`config.mk`:
```
export PLATFORM = sky130hd
export DESIGN_NAME = ppbi_core
export DESIGN_NICKNAME = d
export VERILOG_FILES = /design/src/common/ppbi_pkg.sv /design/src/rtl/ppbi_core.sv
export VERILOG_INCLUDE_DIRS = /design/src /design/src/common
export SDC_FILE = /design/constraint.sdc
export NUM_CORES = 1
export LEC_CHECK = 0
export CAP_MARGIN = 20
export CORE_ASPECT_RATIO = 0.7
export CORE_UTILIZATION = 40
export CTS_CLUSTER_DIAMETER = 80
export DETAILED_ROUTE_END_ITERATION = 7
export DONT_BUFFER_PORTS = 1
export HOLD_SLACK_MARGIN = 0.06
export PLACE_DENSITY_LB_ADDON = 0.08
export REMOVE_ABC_BUFFERS = 1
export SLEW_MARGIN = 20
export SYNTH_ARGS = -nofsm -noshare
export SYNTH_HDL_FRONTEND = slang
export SYNTH_SLANG_ARGS = --single-unit
```
`constraint.sdc`:
```
create_clock -name clock_i -period 4.4 [get_ports clock_i]
set_input_delay 0.66 -clock clock_i [delete_from_list [all_inputs] [get_ports clock_i]]
set_output_delay 0.66 -clock clock_i [all_outputs]
set_load 0.02 [all_outputs]
```
`src/common/ppbi_regs.svh`:
```
// Register offsets, field positions, reset values and timing constants
`ifndef PPBI_REGS_SVH
`define PPBI_REGS_SVH
`define PPBI_SEL_STATUS      2'b10
`define PPBI_SEL_DATA        2'b11
`define PPBI_STATUS_OFFSET   3'h4
`define PPBI_DATA_OFFSET     3'h6
`define PPBI_BIT_MODE        0
`define PPBI_BIT_LINE_TERM   1
`define PPBI_BIT_EOT         2
`define PPBI_BIT_FORM_FEED   3
`define PPBI_BIT_BUFFER_CLEAR     4
`define PPBI_BIT_IE          6
`define PPBI_BIT_DONE        7
`define PPBI_BIT_ERROR       15
`define PPBI_CODE_LF         8'h0a
`define PPBI_CODE_FF         8'h0c
`define PPBI_CR_LOW3         3'h5
`define PPBI_VECTOR_RESET    7'h20
`define PPBI_CLK_PS          5000
`define PPBI_SETTLE_NS       500
`define PPBI_STROBE_NS       500
`define PPBI_REM_PULSE_NS    500
`define PPBI_SECOND_NS       200
`define PPBI_GATE_NS         100
`define PPBI_ERROR_MS        400
`define PPBI_CYC_NS(ns)      (((ns) * 1000 + `PPBI_CLK_PS - 1) / `PPBI_CLK_PS)
`define PPBI_ERROR_CYCLES    (`PPBI_ERROR_MS * 200000)
`endif

```
`src/common/ppbi_pkg.sv`:
```
// Types shared by the printer/plotter bus interface
package ppbi_pkg;
   typedef enum logic [1:0] {PPBI_DATI, PPBI_DATIP, PPBI_DATO, PPBI_DATOB} ppbi_bus_op_t;
   typedef struct packed {
      logic [17:0]  addr;
      ppbi_bus_op_t op;
      logic         msyn;
      logic [15:0]  wdata;
   } ppbi_bus_req_t;
   typedef struct packed {
      logic [7:0] data;
      logic       strobe;
      logic       prime_n;
   } ppbi_prn_out_t;
   typedef struct packed {
      logic buffer_clear_n;
      logic eot_n;
      logic form_feed_n;
      logic line_term_n;
   } ppbi_remote_t;
   typedef enum {PPBI_IDLE, PPBI_REQ, PPBI_MASTER, PPBI_LOCKOUT} ppbi_irq_state_t;
   typedef enum {PPBI_P_IDLE, PPBI_P_SETTLE, PPBI_P_STROBE, PPBI_P_WAIT, PPBI_P_GAP} ppbi_prn_state_t;
endpackage

```
`src/rtl/ppbi_core.sv`:
```
// Printer/plotter bus interface: registers, printer handshake, interrupt master
`timescale 1ns/1ps
`default_nettype none
`include "ppbi_regs.svh"
module ppbi_core #(
   parameter logic [17:3] DEV_ADDR      = 15'h7fe9,
   parameter logic [6:0]  VECTOR        = `PPBI_VECTOR_RESET,
   parameter int          PRIORITY      = 4,
   parameter int          ERROR_CYCLES  = `PPBI_ERROR_CYCLES
) (
   // Clock and reset
   input  wire logic                   clock_i,
   input  wire logic                   rst_i,
   // Bus slave
   input  wire ppbi_pkg::ppbi_bus_req_t bus_req_i,
   input  wire logic                   bus_init_i,
   output logic                        bus_ssyn_o,
   output logic [15:0]                 bus_rdata_o,
   // Bus mastership for interrupts
   input  wire logic                   bus_bg_in_i,
   input  wire logic                   bus_bbsy_i,
   input  wire logic                   bus_ssyn_in_i,
   output logic [7:4]                  bus_br_o,
   output logic                        bus_bg_out_o,
   output logic                        bus_sack_o,
   output logic                        bus_bbsy_o,
   output logic                        bus_intr_o,
   output logic [8:0]                  bus_vector_o,
   output logic                        bus_vector_oe_o,
   // Printer port
   input  wire logic                   printer_accept_i,
   input  wire logic                   printer_hw_fault_i,
   input  wire logic                   printer_paper_fault_i,
   output ppbi_pkg::ppbi_prn_out_t      prn_o,
   output ppbi_pkg::ppbi_remote_t       remote_o,
   output logic                        plot_mode_o
);
   localparam int SETTLE_CYC = `PPBI_CYC_NS(`PPBI_SETTLE_NS);
   localparam int STROBE_CYC = `PPBI_CYC_NS(`PPBI_STROBE_NS);
   localparam int REM_CYC    = `PPBI_CYC_NS(`PPBI_REM_PULSE_NS);
   localparam int SECOND_CYC = `PPBI_CYC_NS(`PPBI_SECOND_NS);
   localparam int GATE_CYC   = `PPBI_CYC_NS(`PPBI_GATE_NS);

   // Address decode
   logic       hit;
   logic       sel_status;
   logic       sel_data;
   logic       out_low;
   logic       in_op;
   logic       wr_status;
   logic       wr_data;
   logic       msyn_q_ff;
   logic       access;
   assign hit        = bus_req_i.msyn && (bus_req_i.addr[17:3] == DEV_ADDR);
   assign sel_status = hit && (bus_req_i.addr[2:1] == `PPBI_SEL_STATUS);
   assign sel_data   = hit && (bus_req_i.addr[2:1] == `PPBI_SEL_DATA);
   // High-byte-only DATOB does not reach the low byte
   assign out_low = (bus_req_i.op == ppbi_pkg::PPBI_DATO) ||
                    ((bus_req_i.op == ppbi_pkg::PPBI_DATOB) && !bus_req_i.addr[0]);
   assign in_op   = (bus_req_i.op == ppbi_pkg::PPBI_DATI) || (bus_req_i.op == ppbi_pkg::PPBI_DATIP);
   assign access  = (sel_status || sel_data) && !msyn_q_ff;
   assign wr_status = access && sel_status && out_low;
   assign wr_data   = access && sel_data && out_low;

   always_ff @(posedge clock_i or posedge rst_i) begin
      if (rst_i) begin
         msyn_q_ff <= 1'b0;
      end else begin
         msyn_q_ff <= (sel_status || sel_data);
      end
   end

   // Registers
   logic [7:0] data_ff;
   logic       ie_ff;
   logic       mode_ff;
   logic [3:0] rem_bits_ff;
   logic       done_ff;
   logic       hold_ff;
   logic       error_ff;
   logic       gate_ff;
   logic [31:0] err_cnt_ff;

   always_ff @(posedge clock_i or posedge rst_i) begin
      if (rst_i) begin
         data_ff <= 8'h00;
      end else if (wr_data) begin
         data_ff <= bus_req_i.wdata[7:0];
      end
   end

   always_ff @(posedge clock_i or posedge rst_i) begin
      if (rst_i) begin
         ie_ff       <= 1'b0;
         mode_ff     <= 1'b0;
         rem_bits_ff <= 4'h0;
      end else if (bus_init_i) begin
         ie_ff       <= 1'b0;
         mode_ff     <= 1'b0;
         rem_bits_ff <= 4'h0;
      end else if (wr_status) begin
         ie_ff       <= bus_req_i.wdata[`PPBI_BIT_IE];
         mode_ff     <= bus_req_i.wdata[`PPBI_BIT_MODE];
         rem_bits_ff <= {bus_req_i.wdata[`PPBI_BIT_BUFFER_CLEAR], bus_req_i.wdata[`PPBI_BIT_EOT],
                         bus_req_i.wdata[`PPBI_BIT_FORM_FEED], bus_req_i.wdata[`PPBI_BIT_LINE_TERM]};
      end
   end

   // Remote function pulses start the cycle after the status write is accepted
   logic [7:0] rem_cnt_ff;
   logic       wr_status_q_ff;
   logic       rem_start;
   always_ff @(posedge clock_i or posedge rst_i) begin
      if (rst_i) begin
         wr_status_q_ff <= 1'b0;
      end else begin
         wr_status_q_ff <= wr_status;
      end
   end
   assign rem_start = wr_status_q_ff && (rem_bits_ff != 4'h0);

   always_ff @(posedge clock_i or posedge rst_i) begin
      if (rst_i) begin
         rem_cnt_ff <= 8'h00;
      end else if (bus_init_i) begin
         rem_cnt_ff <= 8'h00;
      end else if (rem_start) begin
         rem_cnt_ff <= 8'(REM_CYC);
      end else if (rem_cnt_ff != 8'h00) begin
         rem_cnt_ff <= rem_cnt_ff - 8'h01;
      end
   end

   always_ff @(posedge clock_i or posedge rst_i) begin
      if (rst_i) begin
         remote_o <= '1;
      end else begin
         remote_o.buffer_clear_n   <= !(rem_start ? rem_bits_ff[3] : (rem_cnt_ff > 8'h01) && rem_bits_ff[3]);
         remote_o.eot_n       <= !(rem_start ? rem_bits_ff[2] : (rem_cnt_ff > 8'h01) && rem_bits_ff[2]);
         remote_o.form_feed_n <= !(rem_start ? rem_bits_ff[1] : (rem_cnt_ff > 8'h01) && rem_bits_ff[1]);
         remote_o.line_term_n <= !(rem_start ? rem_bits_ff[0] : (rem_cnt_ff > 8'h01) && rem_bits_ff[0]);
      end
   end

   // Check gate and LF/FF detect
   logic [7:0] gate_cnt_ff;
   logic       lf_ff_detect;
   always_ff @(posedge clock_i or posedge rst_i) begin
      if (rst_i) begin
         gate_cnt_ff <= 8'h00;
      end else if (wr_data) begin
         gate_cnt_ff <= 8'(GATE_CYC);
      end else if (gate_cnt_ff != 8'h00) begin
         gate_cnt_ff <= gate_cnt_ff - 8'h01;
      end
   end
   assign gate_ff = (gate_cnt_ff != 8'h00);
   // Plot data is a bitmap, so no CR conversion there
   assign lf_ff_detect = gate_ff && !mode_ff &&
                         ((data_ff == `PPBI_CODE_LF) || (data_ff == `PPBI_CODE_FF));

   // Printer sequencer
   ppbi_pkg::ppbi_prn_state_t pstate_ff;
   logic [7:0] pcnt_ff;
   logic       accept_q_ff;
   logic       accept_rise;
   always_ff @(posedge clock_i or posedge rst_i) begin
      if (rst_i) begin
         accept_q_ff <= 1'b0;
      end else begin
         accept_q_ff <= printer_accept_i;
      end
   end
   assign accept_rise = printer_accept_i && !accept_q_ff;

   always_ff @(posedge clock_i or posedge rst_i) begin
      if (rst_i) begin
         pstate_ff <= ppbi_pkg::PPBI_P_IDLE;
         pcnt_ff   <= 8'h00;
      end else if (bus_init_i) begin
         pstate_ff <= ppbi_pkg::PPBI_P_IDLE;
         pcnt_ff   <= 8'h00;
      end else if (wr_data) begin
         pstate_ff <= ppbi_pkg::PPBI_P_SETTLE;
         pcnt_ff   <= 8'(SETTLE_CYC);
      end else begin
         unique case (pstate_ff)
            ppbi_pkg::PPBI_P_IDLE: begin
               pcnt_ff <= 8'h00;
            end
            ppbi_pkg::PPBI_P_SETTLE, ppbi_pkg::PPBI_P_GAP: begin
               if (pcnt_ff <= 8'h01) begin
                  pstate_ff <= ppbi_pkg::PPBI_P_STROBE;
                  pcnt_ff   <= 8'(STROBE_CYC);
               end else begin
                  pcnt_ff <= pcnt_ff - 8'h01;
               end
            end
            ppbi_pkg::PPBI_P_STROBE: begin
               if (pcnt_ff <= 8'h01) begin
                  pstate_ff <= ppbi_pkg::PPBI_P_WAIT;
               end
               pcnt_ff <= pcnt_ff - 8'h01;
            end
            ppbi_pkg::PPBI_P_WAIT: begin
               if (accept_rise && hold_ff) begin
                  pstate_ff <= ppbi_pkg::PPBI_P_GAP;
                  pcnt_ff   <= 8'(SECOND_CYC);
               end else if (accept_rise) begin
                  pstate_ff <= ppbi_pkg::PPBI_P_IDLE;
               end
            end
         endcase
      end
   end

   always_ff @(posedge clock_i or posedge rst_i) begin
      if (rst_i) begin
         hold_ff <= 1'b0;
      end else if (bus_init_i || wr_data) begin
         hold_ff <= 1'b0;
      end else if (lf_ff_detect) begin
         hold_ff <= 1'b1;
      end else if (accept_rise && pstate_ff == ppbi_pkg::PPBI_P_WAIT) begin
         hold_ff <= 1'b0;
      end
   end

   // Done: set after the last accept, cleared by load or remote pulse
   logic rem_leading;
   assign rem_leading = rem_start && (rem_bits_ff != 4'h0);
   always_ff @(posedge clock_i or posedge rst_i) begin
      if (rst_i) begin
         done_ff <= 1'b1;
      end else if (bus_init_i) begin
         done_ff <= 1'b1;
      end else if (wr_data || rem_leading) begin
         done_ff <= 1'b0;
      end else if (accept_rise && pstate_ff == ppbi_pkg::PPBI_P_WAIT && !hold_ff) begin
         done_ff <= 1'b1;
      end else if (accept_rise && rem_bits_ff != 4'h0 && rem_cnt_ff == 8'h00 &&
                   pstate_ff == ppbi_pkg::PPBI_P_IDLE) begin
         done_ff <= 1'b1;
      end
   end

   // Error stretch
   always_ff @(posedge clock_i or posedge rst_i) begin
      if (rst_i) begin
         err_cnt_ff <= 32'h0;
      end else if (printer_hw_fault_i || printer_paper_fault_i) begin
         err_cnt_ff <= 32'(ERROR_CYCLES);
      end else if (err_cnt_ff != 32'h0) begin
         err_cnt_ff <= err_cnt_ff - 32'h1;
      end
   end
   assign error_ff = (err_cnt_ff != 32'h0);

   // Printer outputs
   always_ff @(posedge clock_i or posedge rst_i) begin
      if (rst_i) begin
         prn_o <= '{data: 8'h00, strobe: 1'b0, prime_n: 1'b1};
      end else begin
         prn_o.data    <= (hold_ff || lf_ff_detect) ? {data_ff[7:3], `PPBI_CR_LOW3} : data_ff;
         prn_o.strobe  <= (pstate_ff == ppbi_pkg::PPBI_P_STROBE);
         prn_o.prime_n <= !bus_init_i;
      end
   end

   always_ff @(posedge clock_i or posedge rst_i) begin
      if (rst_i) begin
         plot_mode_o <= 1'b0;
      end else begin
         plot_mode_o <= mode_ff;
      end
   end

   // Slave answer
   logic [15:0] status_rd;
   always_comb begin
      status_rd = 16'h0000;
      status_rd[`PPBI_BIT_IE]    = ie_ff;
      status_rd[`PPBI_BIT_DONE]  = done_ff && !error_ff;
      status_rd[`PPBI_BIT_ERROR] = error_ff;
      status_rd[`PPBI_BIT_MODE]  = mode_ff;
   end

   always_ff @(posedge clock_i or posedge rst_i) begin
      if (rst_i) begin
         bus_ssyn_o  <= 1'b0;
         bus_rdata_o <= 16'h0000;
      end else begin
         bus_ssyn_o  <= sel_status || sel_data;
         bus_rdata_o <= (sel_status && in_op) ? status_rd : 16'h0000;
      end
   end

   // Interrupt master
   logic irq_src;
   logic irq_permit_line;
   logic irq_qual;
   ppbi_pkg::ppbi_irq_state_t istate_ff;
   assign irq_src         = done_ff || error_ff;
   assign irq_permit_line = ie_ff;
   assign irq_qual        = irq_src && irq_permit_line;

   always_ff @(posedge clock_i or posedge rst_i) begin
      if (rst_i) begin
         istate_ff <= ppbi_pkg::PPBI_IDLE;
      end else if (bus_init_i) begin
         istate_ff <= ppbi_pkg::PPBI_IDLE;
      end else begin
         unique case (istate_ff)
            ppbi_pkg::PPBI_IDLE: begin
               if (irq_qual) begin
                  istate_ff <= ppbi_pkg::PPBI_REQ;
               end
            end
            ppbi_pkg::PPBI_REQ: begin
               if (!irq_qual) begin
                  istate_ff <= ppbi_pkg::PPBI_IDLE;
               end else if (bus_sack_o && !bus_bbsy_i && !bus_ssyn_in_i && !bus_bg_in_i) begin
                  istate_ff <= ppbi_pkg::PPBI_MASTER;
               end
            end
            ppbi_pkg::PPBI_MASTER: begin
               if (bus_ssyn_in_i) begin
                  istate_ff <= ppbi_pkg::PPBI_LOCKOUT;
               end
            end
            ppbi_pkg::PPBI_LOCKOUT: begin
               if (!irq_qual) begin
                  istate_ff <= ppbi_pkg::PPBI_IDLE;
               end
            end
         endcase
      end
   end

   always_ff @(posedge clock_i or posedge rst_i) begin
      if (rst_i) begin
         bus_br_o        <= 4'h0;
         bus_bg_out_o    <= 1'b0;
         bus_sack_o      <= 1'b0;
         bus_bbsy_o      <= 1'b0;
         bus_intr_o      <= 1'b0;
         bus_vector_o    <= 9'h000;
         bus_vector_oe_o <= 1'b0;
      end else begin
         bus_br_o <= (istate_ff == ppbi_pkg::PPBI_REQ && !bus_sack_o) ?
                     4'(1 << (PRIORITY - 4)) : 4'h0;
         bus_bg_out_o <= (istate_ff != ppbi_pkg::PPBI_REQ) && bus_bg_in_i;
         bus_sack_o   <= (istate_ff == ppbi_pkg::PPBI_REQ) && irq_qual && (bus_bg_in_i || bus_sack_o);
         bus_bbsy_o   <= (istate_ff == ppbi_pkg::PPBI_MASTER) && !bus_ssyn_in_i;
         bus_intr_o   <= (istate_ff == ppbi_pkg::PPBI_MASTER) && !bus_ssyn_in_i;
         bus_vector_o <= {VECTOR, 2'b00};
         bus_vector_oe_o <= (istate_ff == ppbi_pkg::PPBI_MASTER) && !bus_ssyn_in_i;
      end
   end
endmodule
`default_nettype wire
```
==> results of run 1 <==
layout make-up:
| cell class | instances | area share (%) |
|---|---|---|
| Sequential cell | 104 | 46.5 |
| Multi-Input combinational cell | 399 | 42.8 |
| Clock buffer | 10 | 4.26 |
| Tap cell | 162 | 3.61 |
| Inverter | 21 | 1.49 |
| Clock inverter | 6 | 0.914 |
| Timing Repair Buffer | 3 | 0.401 |
metal layers:
metal  track usage (%)  wire [um]
met1              28.2       6270
met2              25.7       4900
met3              4.27        675
met4              4.70        119
met5                 0          0
registers in the layout, indices dropped and copies added, names as in the netlist, 2 cells and up:
signal	flops
bus_rdata_o	4
data_ff	8
err_cnt_ff	32
gate_cnt_ff	8
istate_ff	2
pcnt_ff	8
prn_o	10
pstate_ff	3
rem_bits_ff	4
rem_cnt_ff	8
remote_o	4
power breakdown:
group	internal, mW	switching [mW]
Combinational	0.281	0.416
Clock	0.409	0.380
Sequential	1.03	0.104
Total	1.72	0.899
logic make-up after synthesis:
group,after synthesis,synth area share [%]
AND/OR/NAND/NOR,243,25.0
flip-flops,104,49.5
AO/OA/AOI/OAI,95,11.6
buffers and inverters,62,6.62
XOR/XNOR,16,2.66
multiplexers,13,2.51
adder cells (fa/ha/maj),8,1.90
other,2,0.142
cells in the final DEF, fill, tap and decap left out, types with 7 or more instances in the layout:
master	instances
dfrtp_1	98
nand2_1	52
nor2_1	43
a21oi_1	26
conb_1	24
or3_1	23
nor3_1	22
nand3_1	21
inv_1	20
o21ai_0	18
nor4_1	13
mux2i_1	11
xnor2_1	11
or4_1	9
clkbuf_16	9
nand4_1	8
a31oi_1	8
ha_1	8
and3_1	7
through the flow:
stage / instances / power, mW / hold slack [ns] / setup slack (ns) / utilization [%]
after floorplan: 524 / 1.69 / 0.373 / 1.02 / -
after global placement: 689 / 1.83 / 0.396 / 1.77 / 42.1
after detailed placement: 689 / 1.84 / 0.395 / 1.71 / 42.1
after CTS: 705 / 2.65 / 0.326 / 1.68 / 44.4
after global routing: 705 / 2.78 / 0.324 / 1.42 / 44.4
final: 705 / 2.62 / 0.293 / 1.70 / 44.4
worst max-delay path by stage:
stage,to,slack (ns),depth (start not counted),from
after detailed placement,err_cnt_ff[31],1.71,6,err_cnt_ff[3]
after global placement,err_cnt_ff[31],1.77,6,err_cnt_ff[3]
after floorplan,accept_q_ff,1.02,1,rst_i
after global routing,err_cnt_ff[31],1.42,6,err_cnt_ff[3]
final,err_cnt_ff[31],1.70,6,err_cnt_ff[3]
after CTS,err_cnt_ff[31],1.68,6,err_cnt_ff[3]
==> qor.csv, run 1 <==
stage;metric;value;unit
worst_setup_path;critPathCaptureType;register;
timing;skew;0.00790;ns
clock_tree;cts_tree;yes;
timing;finalHoldViolCount;0;
worst_setup_path;arrival;2.97;ns
clock_tree;cts.sinks;104;
logic_synthesis;syn_avg_cell_area;9.71;sq um
clock_tree;clk_path_buf_depth;2;
worst_setup_path;r2r_slack;1.70;ns
global_route;grt-ovfl-total;0;
logic_synthesis;yosys_warnings;0;
clock_tree;cts_root_buf;clkbuf_16;
finish;area_growth;6.36;%
logic_synthesis;syn_inst;543;
timing;slew_headroom;44.6;%
place;dp_hpwl;8.39;mm
floorplanning;initial_core_util;41.8;%
timing;fin_tns_setup;0;ns
route;dr.pass1.iters;8;
logic_synthesis;ys_seq_area_share;49.5;%
worst_setup_path;r2r_start;err_cnt_ff[3];
status;violations;design-rule violations;
route;wire_per_inst;17.0;um
finish;final_layout_size_suffix_gt1_share;7.55;%
logic_synthesis;netlist_area;5280;sq um
global_route;antenna_found_initial;0;
timing;min_period_over_period;61.3;%
finish;finish.instance_area;5610;sq um
global_route;grt.total_usage;18.4;%
flow_run;maxCapViolCount;0;
finish;ff_latch_area;2610;sq um
timing;period_needed;2.70;ns
worst_setup_path;critPathBufInv;1;
timing;setup_viol;0;
logic_synthesis;yosysMostFrequentCell;dfrtp_1;
place;globalplace.congestion;0.825;
finish;multi_input_area;2400;sq um
clock_tree;htree_num_levels;3;
worst_setup_path;cp-start-kind;register;
logic_synthesis;async_flop_share;100;%
power_and_ir_drop;cellLeakagePower;2.45;nW
route;vias;3974;
worst_setup_path;cp.required;4.68;ns
worst_setup_path;crit_chain;nor4_1 > nand4_1 > nor4_4 > buf_4 > or4_1 > mux2i_1;
worst_setup_path;cpLargestDelayFamily;simple AND/OR/NAND/NOR gates;
clock_tree;clock_latency;0.35;ns
logic_synthesis;synthDistinctLibCells;64;
floorplanning;die_w;139;um
clock_tree;numCtsBuffers;9;
logic_synthesis;synth-seq-cells;104;
global_route;first_global_vias;3720;
min_path;hold_path.class;in -> async;
logic_synthesis;yosys-top-cells-count;dfrtp_1 (98), nand2_1 (52), nor2_1 (44);
power_and_ir_drop;powerDensity;467;nW/um^2
place;dpl_cell_area;5320;sq um
power_and_ir_drop;peakVddDrop;0.225;mV
worst_setup_path;slowest_delay;0.65;ns
worst_setup_path;rr_worst_depth;6;
timing;max_freq;371;MHz
status;status;finished, violations left;
logic_synthesis;yosysTopAreaCell;dfrtp_1;
floorplanning;core_area;12600;sq um
clock_tree;postCtsSetupBuffers;0;
finish;antennaDiodeCount;0;
floorplanning;ioPinCount;96;
worst_setup_path;path_class;reg -> reg;
logic_synthesis;ys.flop_type;dfrtp_1;
route;drtAntennaViolNets;0;
worst_setup_path;r2r-end;err_cnt_ff[31];
floorplanning;dieArea;13700;sq um
floorplanning;die_h;98.1;um
finish;fin_nets;592;
global_route;grt_pass1_wl;19.7;mm
clock_tree;hold_buffers;0;
worst_setup_path;cp_max_fo;19;
clock_tree;cts-resized-gates;0;
timing;worst_pin_slew;0.823;ns
global_route;grt_max_degree;79;
logic_synthesis;synth_area_leaders;dfrtp_1 (46%), nand2_1 (3.7%), buf_4 (3.6%), nor2_1 (3.1%), dfstp_2 (3.0%);
worst_setup_path;worst_path_max_delay_cell;nor4_1;
clock_tree;cts.clk_slew.worst_paths;0.08;ns
route;viasPerCell;5.64;
floorplanning;rows;34;
route;drc;11;
logic_synthesis;synth_top_area_share;46.5;%
route;drt_wl_total;12.0;mm
route;drtIter0Drc;303;
place;port_buffers;0;
logic_synthesis;synth_edf_count;0;
timing;rsz0062_at_grt;no;
timing;slew_violations;0;
finish;n_fill_cell;1238;
Note: power is estimated with default switching activity, not from simulation.
==> inputs of run 2 (changes only) <==
clock period = 2.4 ns   (was 4.4 ns; I/O delays follow)
==> qor.csv, run 2 (synthesis gave the netlist of run 1 again) <==
stage;metric;value;unit
worst_setup_path;crit_chain;or4_4 > or3_4 > or4_4 > o21ai_1 > a211oi_1;
worst_setup_path;r2r_slack;0.07;ns
worst_setup_path;slowest_delay;0.54;ns
power_and_ir_drop;p_total;4.94;mW
power_and_ir_drop;powerDensity;849;nW/um^2
floorplanning;die_h;98.1;um
finish;fin_nets;615;
worst_setup_path;cpLargestDelayFamily;simple AND/OR/NAND/NOR gates;
route;wire_per_inst;16.7;um
floorplanning;die_w;139;um
finish;final_common_cell;dfrtp_1;
route;viasPerCell;5.63;
route;drt_wl_total;12.2;mm
timing;min_period_over_period;97.2;%
finish;area_growth;10.2;%
clock_tree;clk_path_buf_depth;2;
place;dp_hpwl;8.69;mm
route;vias;4097;
global_route;grt-ovfl-total;0;
status;violations;design-rule violations;
clock_tree;htree_num_levels;3;
worst_setup_path;path_class;reg -> reg;
worst_setup_path;cpMostUsedCell;or4_4;
floorplanning;ioPinCount;96;
worst_setup_path;cp.required;2.62;ns
route;drtIter0Drc;313;
timing;finalHoldViolCount;0;
clock_tree;clock_latency;0.34;ns
place;dp_slack;0.0300;ns
floorplanning;core_area;12600;sq um
status;status;finished, violations left;
worst_setup_path;worst_path_max_delay_cell;or4_4;
power_and_ir_drop;cellLeakagePower;2.56;nW
worst_setup_path;critPathCaptureType;register;
timing;max_freq;429;MHz
route;dr.pass1.iters;8;
clock_tree;cts_tree;yes;
clock_tree;cts.sinks;104;
finish;regMostFlops;err_cnt_ff;
finish;largest_register_ffs;32;
timing;skew;0.0110;ns
place;globalplace.congestion;0.827;
worst_setup_path;cp_max_fo;10;
global_route;first_global_vias;4030;
flow_run;maxCapViolCount;0;
clock_tree;cts_root_buf;clkbuf_16;
clock_tree;numCtsBuffers;9;
timing;period_needed;2.33;ns
route;drtAntennaViolNets;0;
worst_setup_path;critPathBufInv;0;
worst_setup_path;arrival;2.55;ns
finish;top_regs;err_cnt_ff (32), prn_o (10);
finish;antennaDiodeCount;0;
global_route;grt_pass1_wl;20.5;mm
floorplanning;rows;34;
floorplanning;dieArea;13700;sq um
floorplanning;initial_core_util;41.8;%
timing;slew_violations;0;
finish;finish.instance_area;5810;sq um
finish;final_layout_size_suffix_gt1_share;10.8;%
min_path;hold_path.class;in -> reg;
power_and_ir_drop;peakVddDrop;0.419;mV
route;drc;11;
global_route;antenna_found_initial;0;
timing;fin_ws;0.0677;ns
timing;worst_pin_slew;0.624;ns
global_route;grt.total_usage;19.0;%
finish;layout_common_cells;dfrtp_1 (98), nand2_1 (52), nor2_1 (44);
place;dpl_cell_area;5480;sq um
finish;n_fill_cell;1184;
clock_tree;cts.clk_slew.worst_paths;0.07;ns
place;port_buffers;0;
worst_setup_path;cp-start-kind;register;
timing;setup_viol;0;
global_route;grt_max_degree;44;
timing;slew_headroom;58.0;%
[run 2: power breakdown]
part / internal [mW] / total, mW / switching, mW
clock: 0.820 / 1.48 / 0.659
combinational: 0.581 / 1.37 / 0.793
sequential: 1.90 / 2.09 / 0.191
total: 3.30 / 4.94 / 1.64
[run 2: timing repair]
action	4_1_cts	5_1_grt
hold endpoints to repair	41	0
buffers inserted	0	1
endpoints found under the setup margin	0	8
resized for setup	0	3
hold buffers	2	0
[run 2: per-layer routing]
metal,wire (um),track usage (%)
met1,6530,29.8
met2,4880,26.2
met3,683,4.07
met4,76,4.53
met5,0,0
[run 2: worst register-to-register path, delay by kind of cell, from the launching register on]
family / cells / cell delay, ns
AND/OR/NAND/NOR: 3 / 1.47
flip-flops: 1 / 0.41
AO/OA/AOI/OAI: 2 / 0.33
[run 2: final cells by class]
cell class                 count  area [sq um]  share of cell area [%]
multi-input combinational    399          2410                    41.5
tap                          162           203                    3.49
clock inverter                 5          63.8                    1.10
sequential                   104          2610                    44.9
clock buffer                  11           233                    4.00
inverter                      21          81.3                    1.40
timing repair buffer          26           213                    3.66
[run 2: metrics by stage]
step | hold WS (ns) | cells | TNS, ns | util (%)
2_1_floorplan | 0.373 | 524 | -66.91 | -
3_3_place_gp | 0.340 | 709 | 0 | 43.4
3_5_place_dp | 0.341 | 709 | 0 | 43.4
4_1_cts | 0.0641 | 727 | 0 | 45.9
5_1_grt | 0.0619 | 728 | -0.000240 | 46.0
6_report | 0.0790 | 728 | 0 | 46.0
[run 2: final timing paths]
check                                     from             end  cells after the start
worst max-delay path            err_cnt_ff[22]    istate_ff[1]                      5
worst min-delay path                bus_init_i  rem_bits_ff[1]                      1
worst max register to register  err_cnt_ff[22]    istate_ff[1]                      5
worst min register to register  rem_bits_ff[0]     remote_o[0]                      1
max in group asynchronous                rst_i        prn_o[0]                      3
min in group asynchronous                rst_i  err_cnt_ff[18]                      2
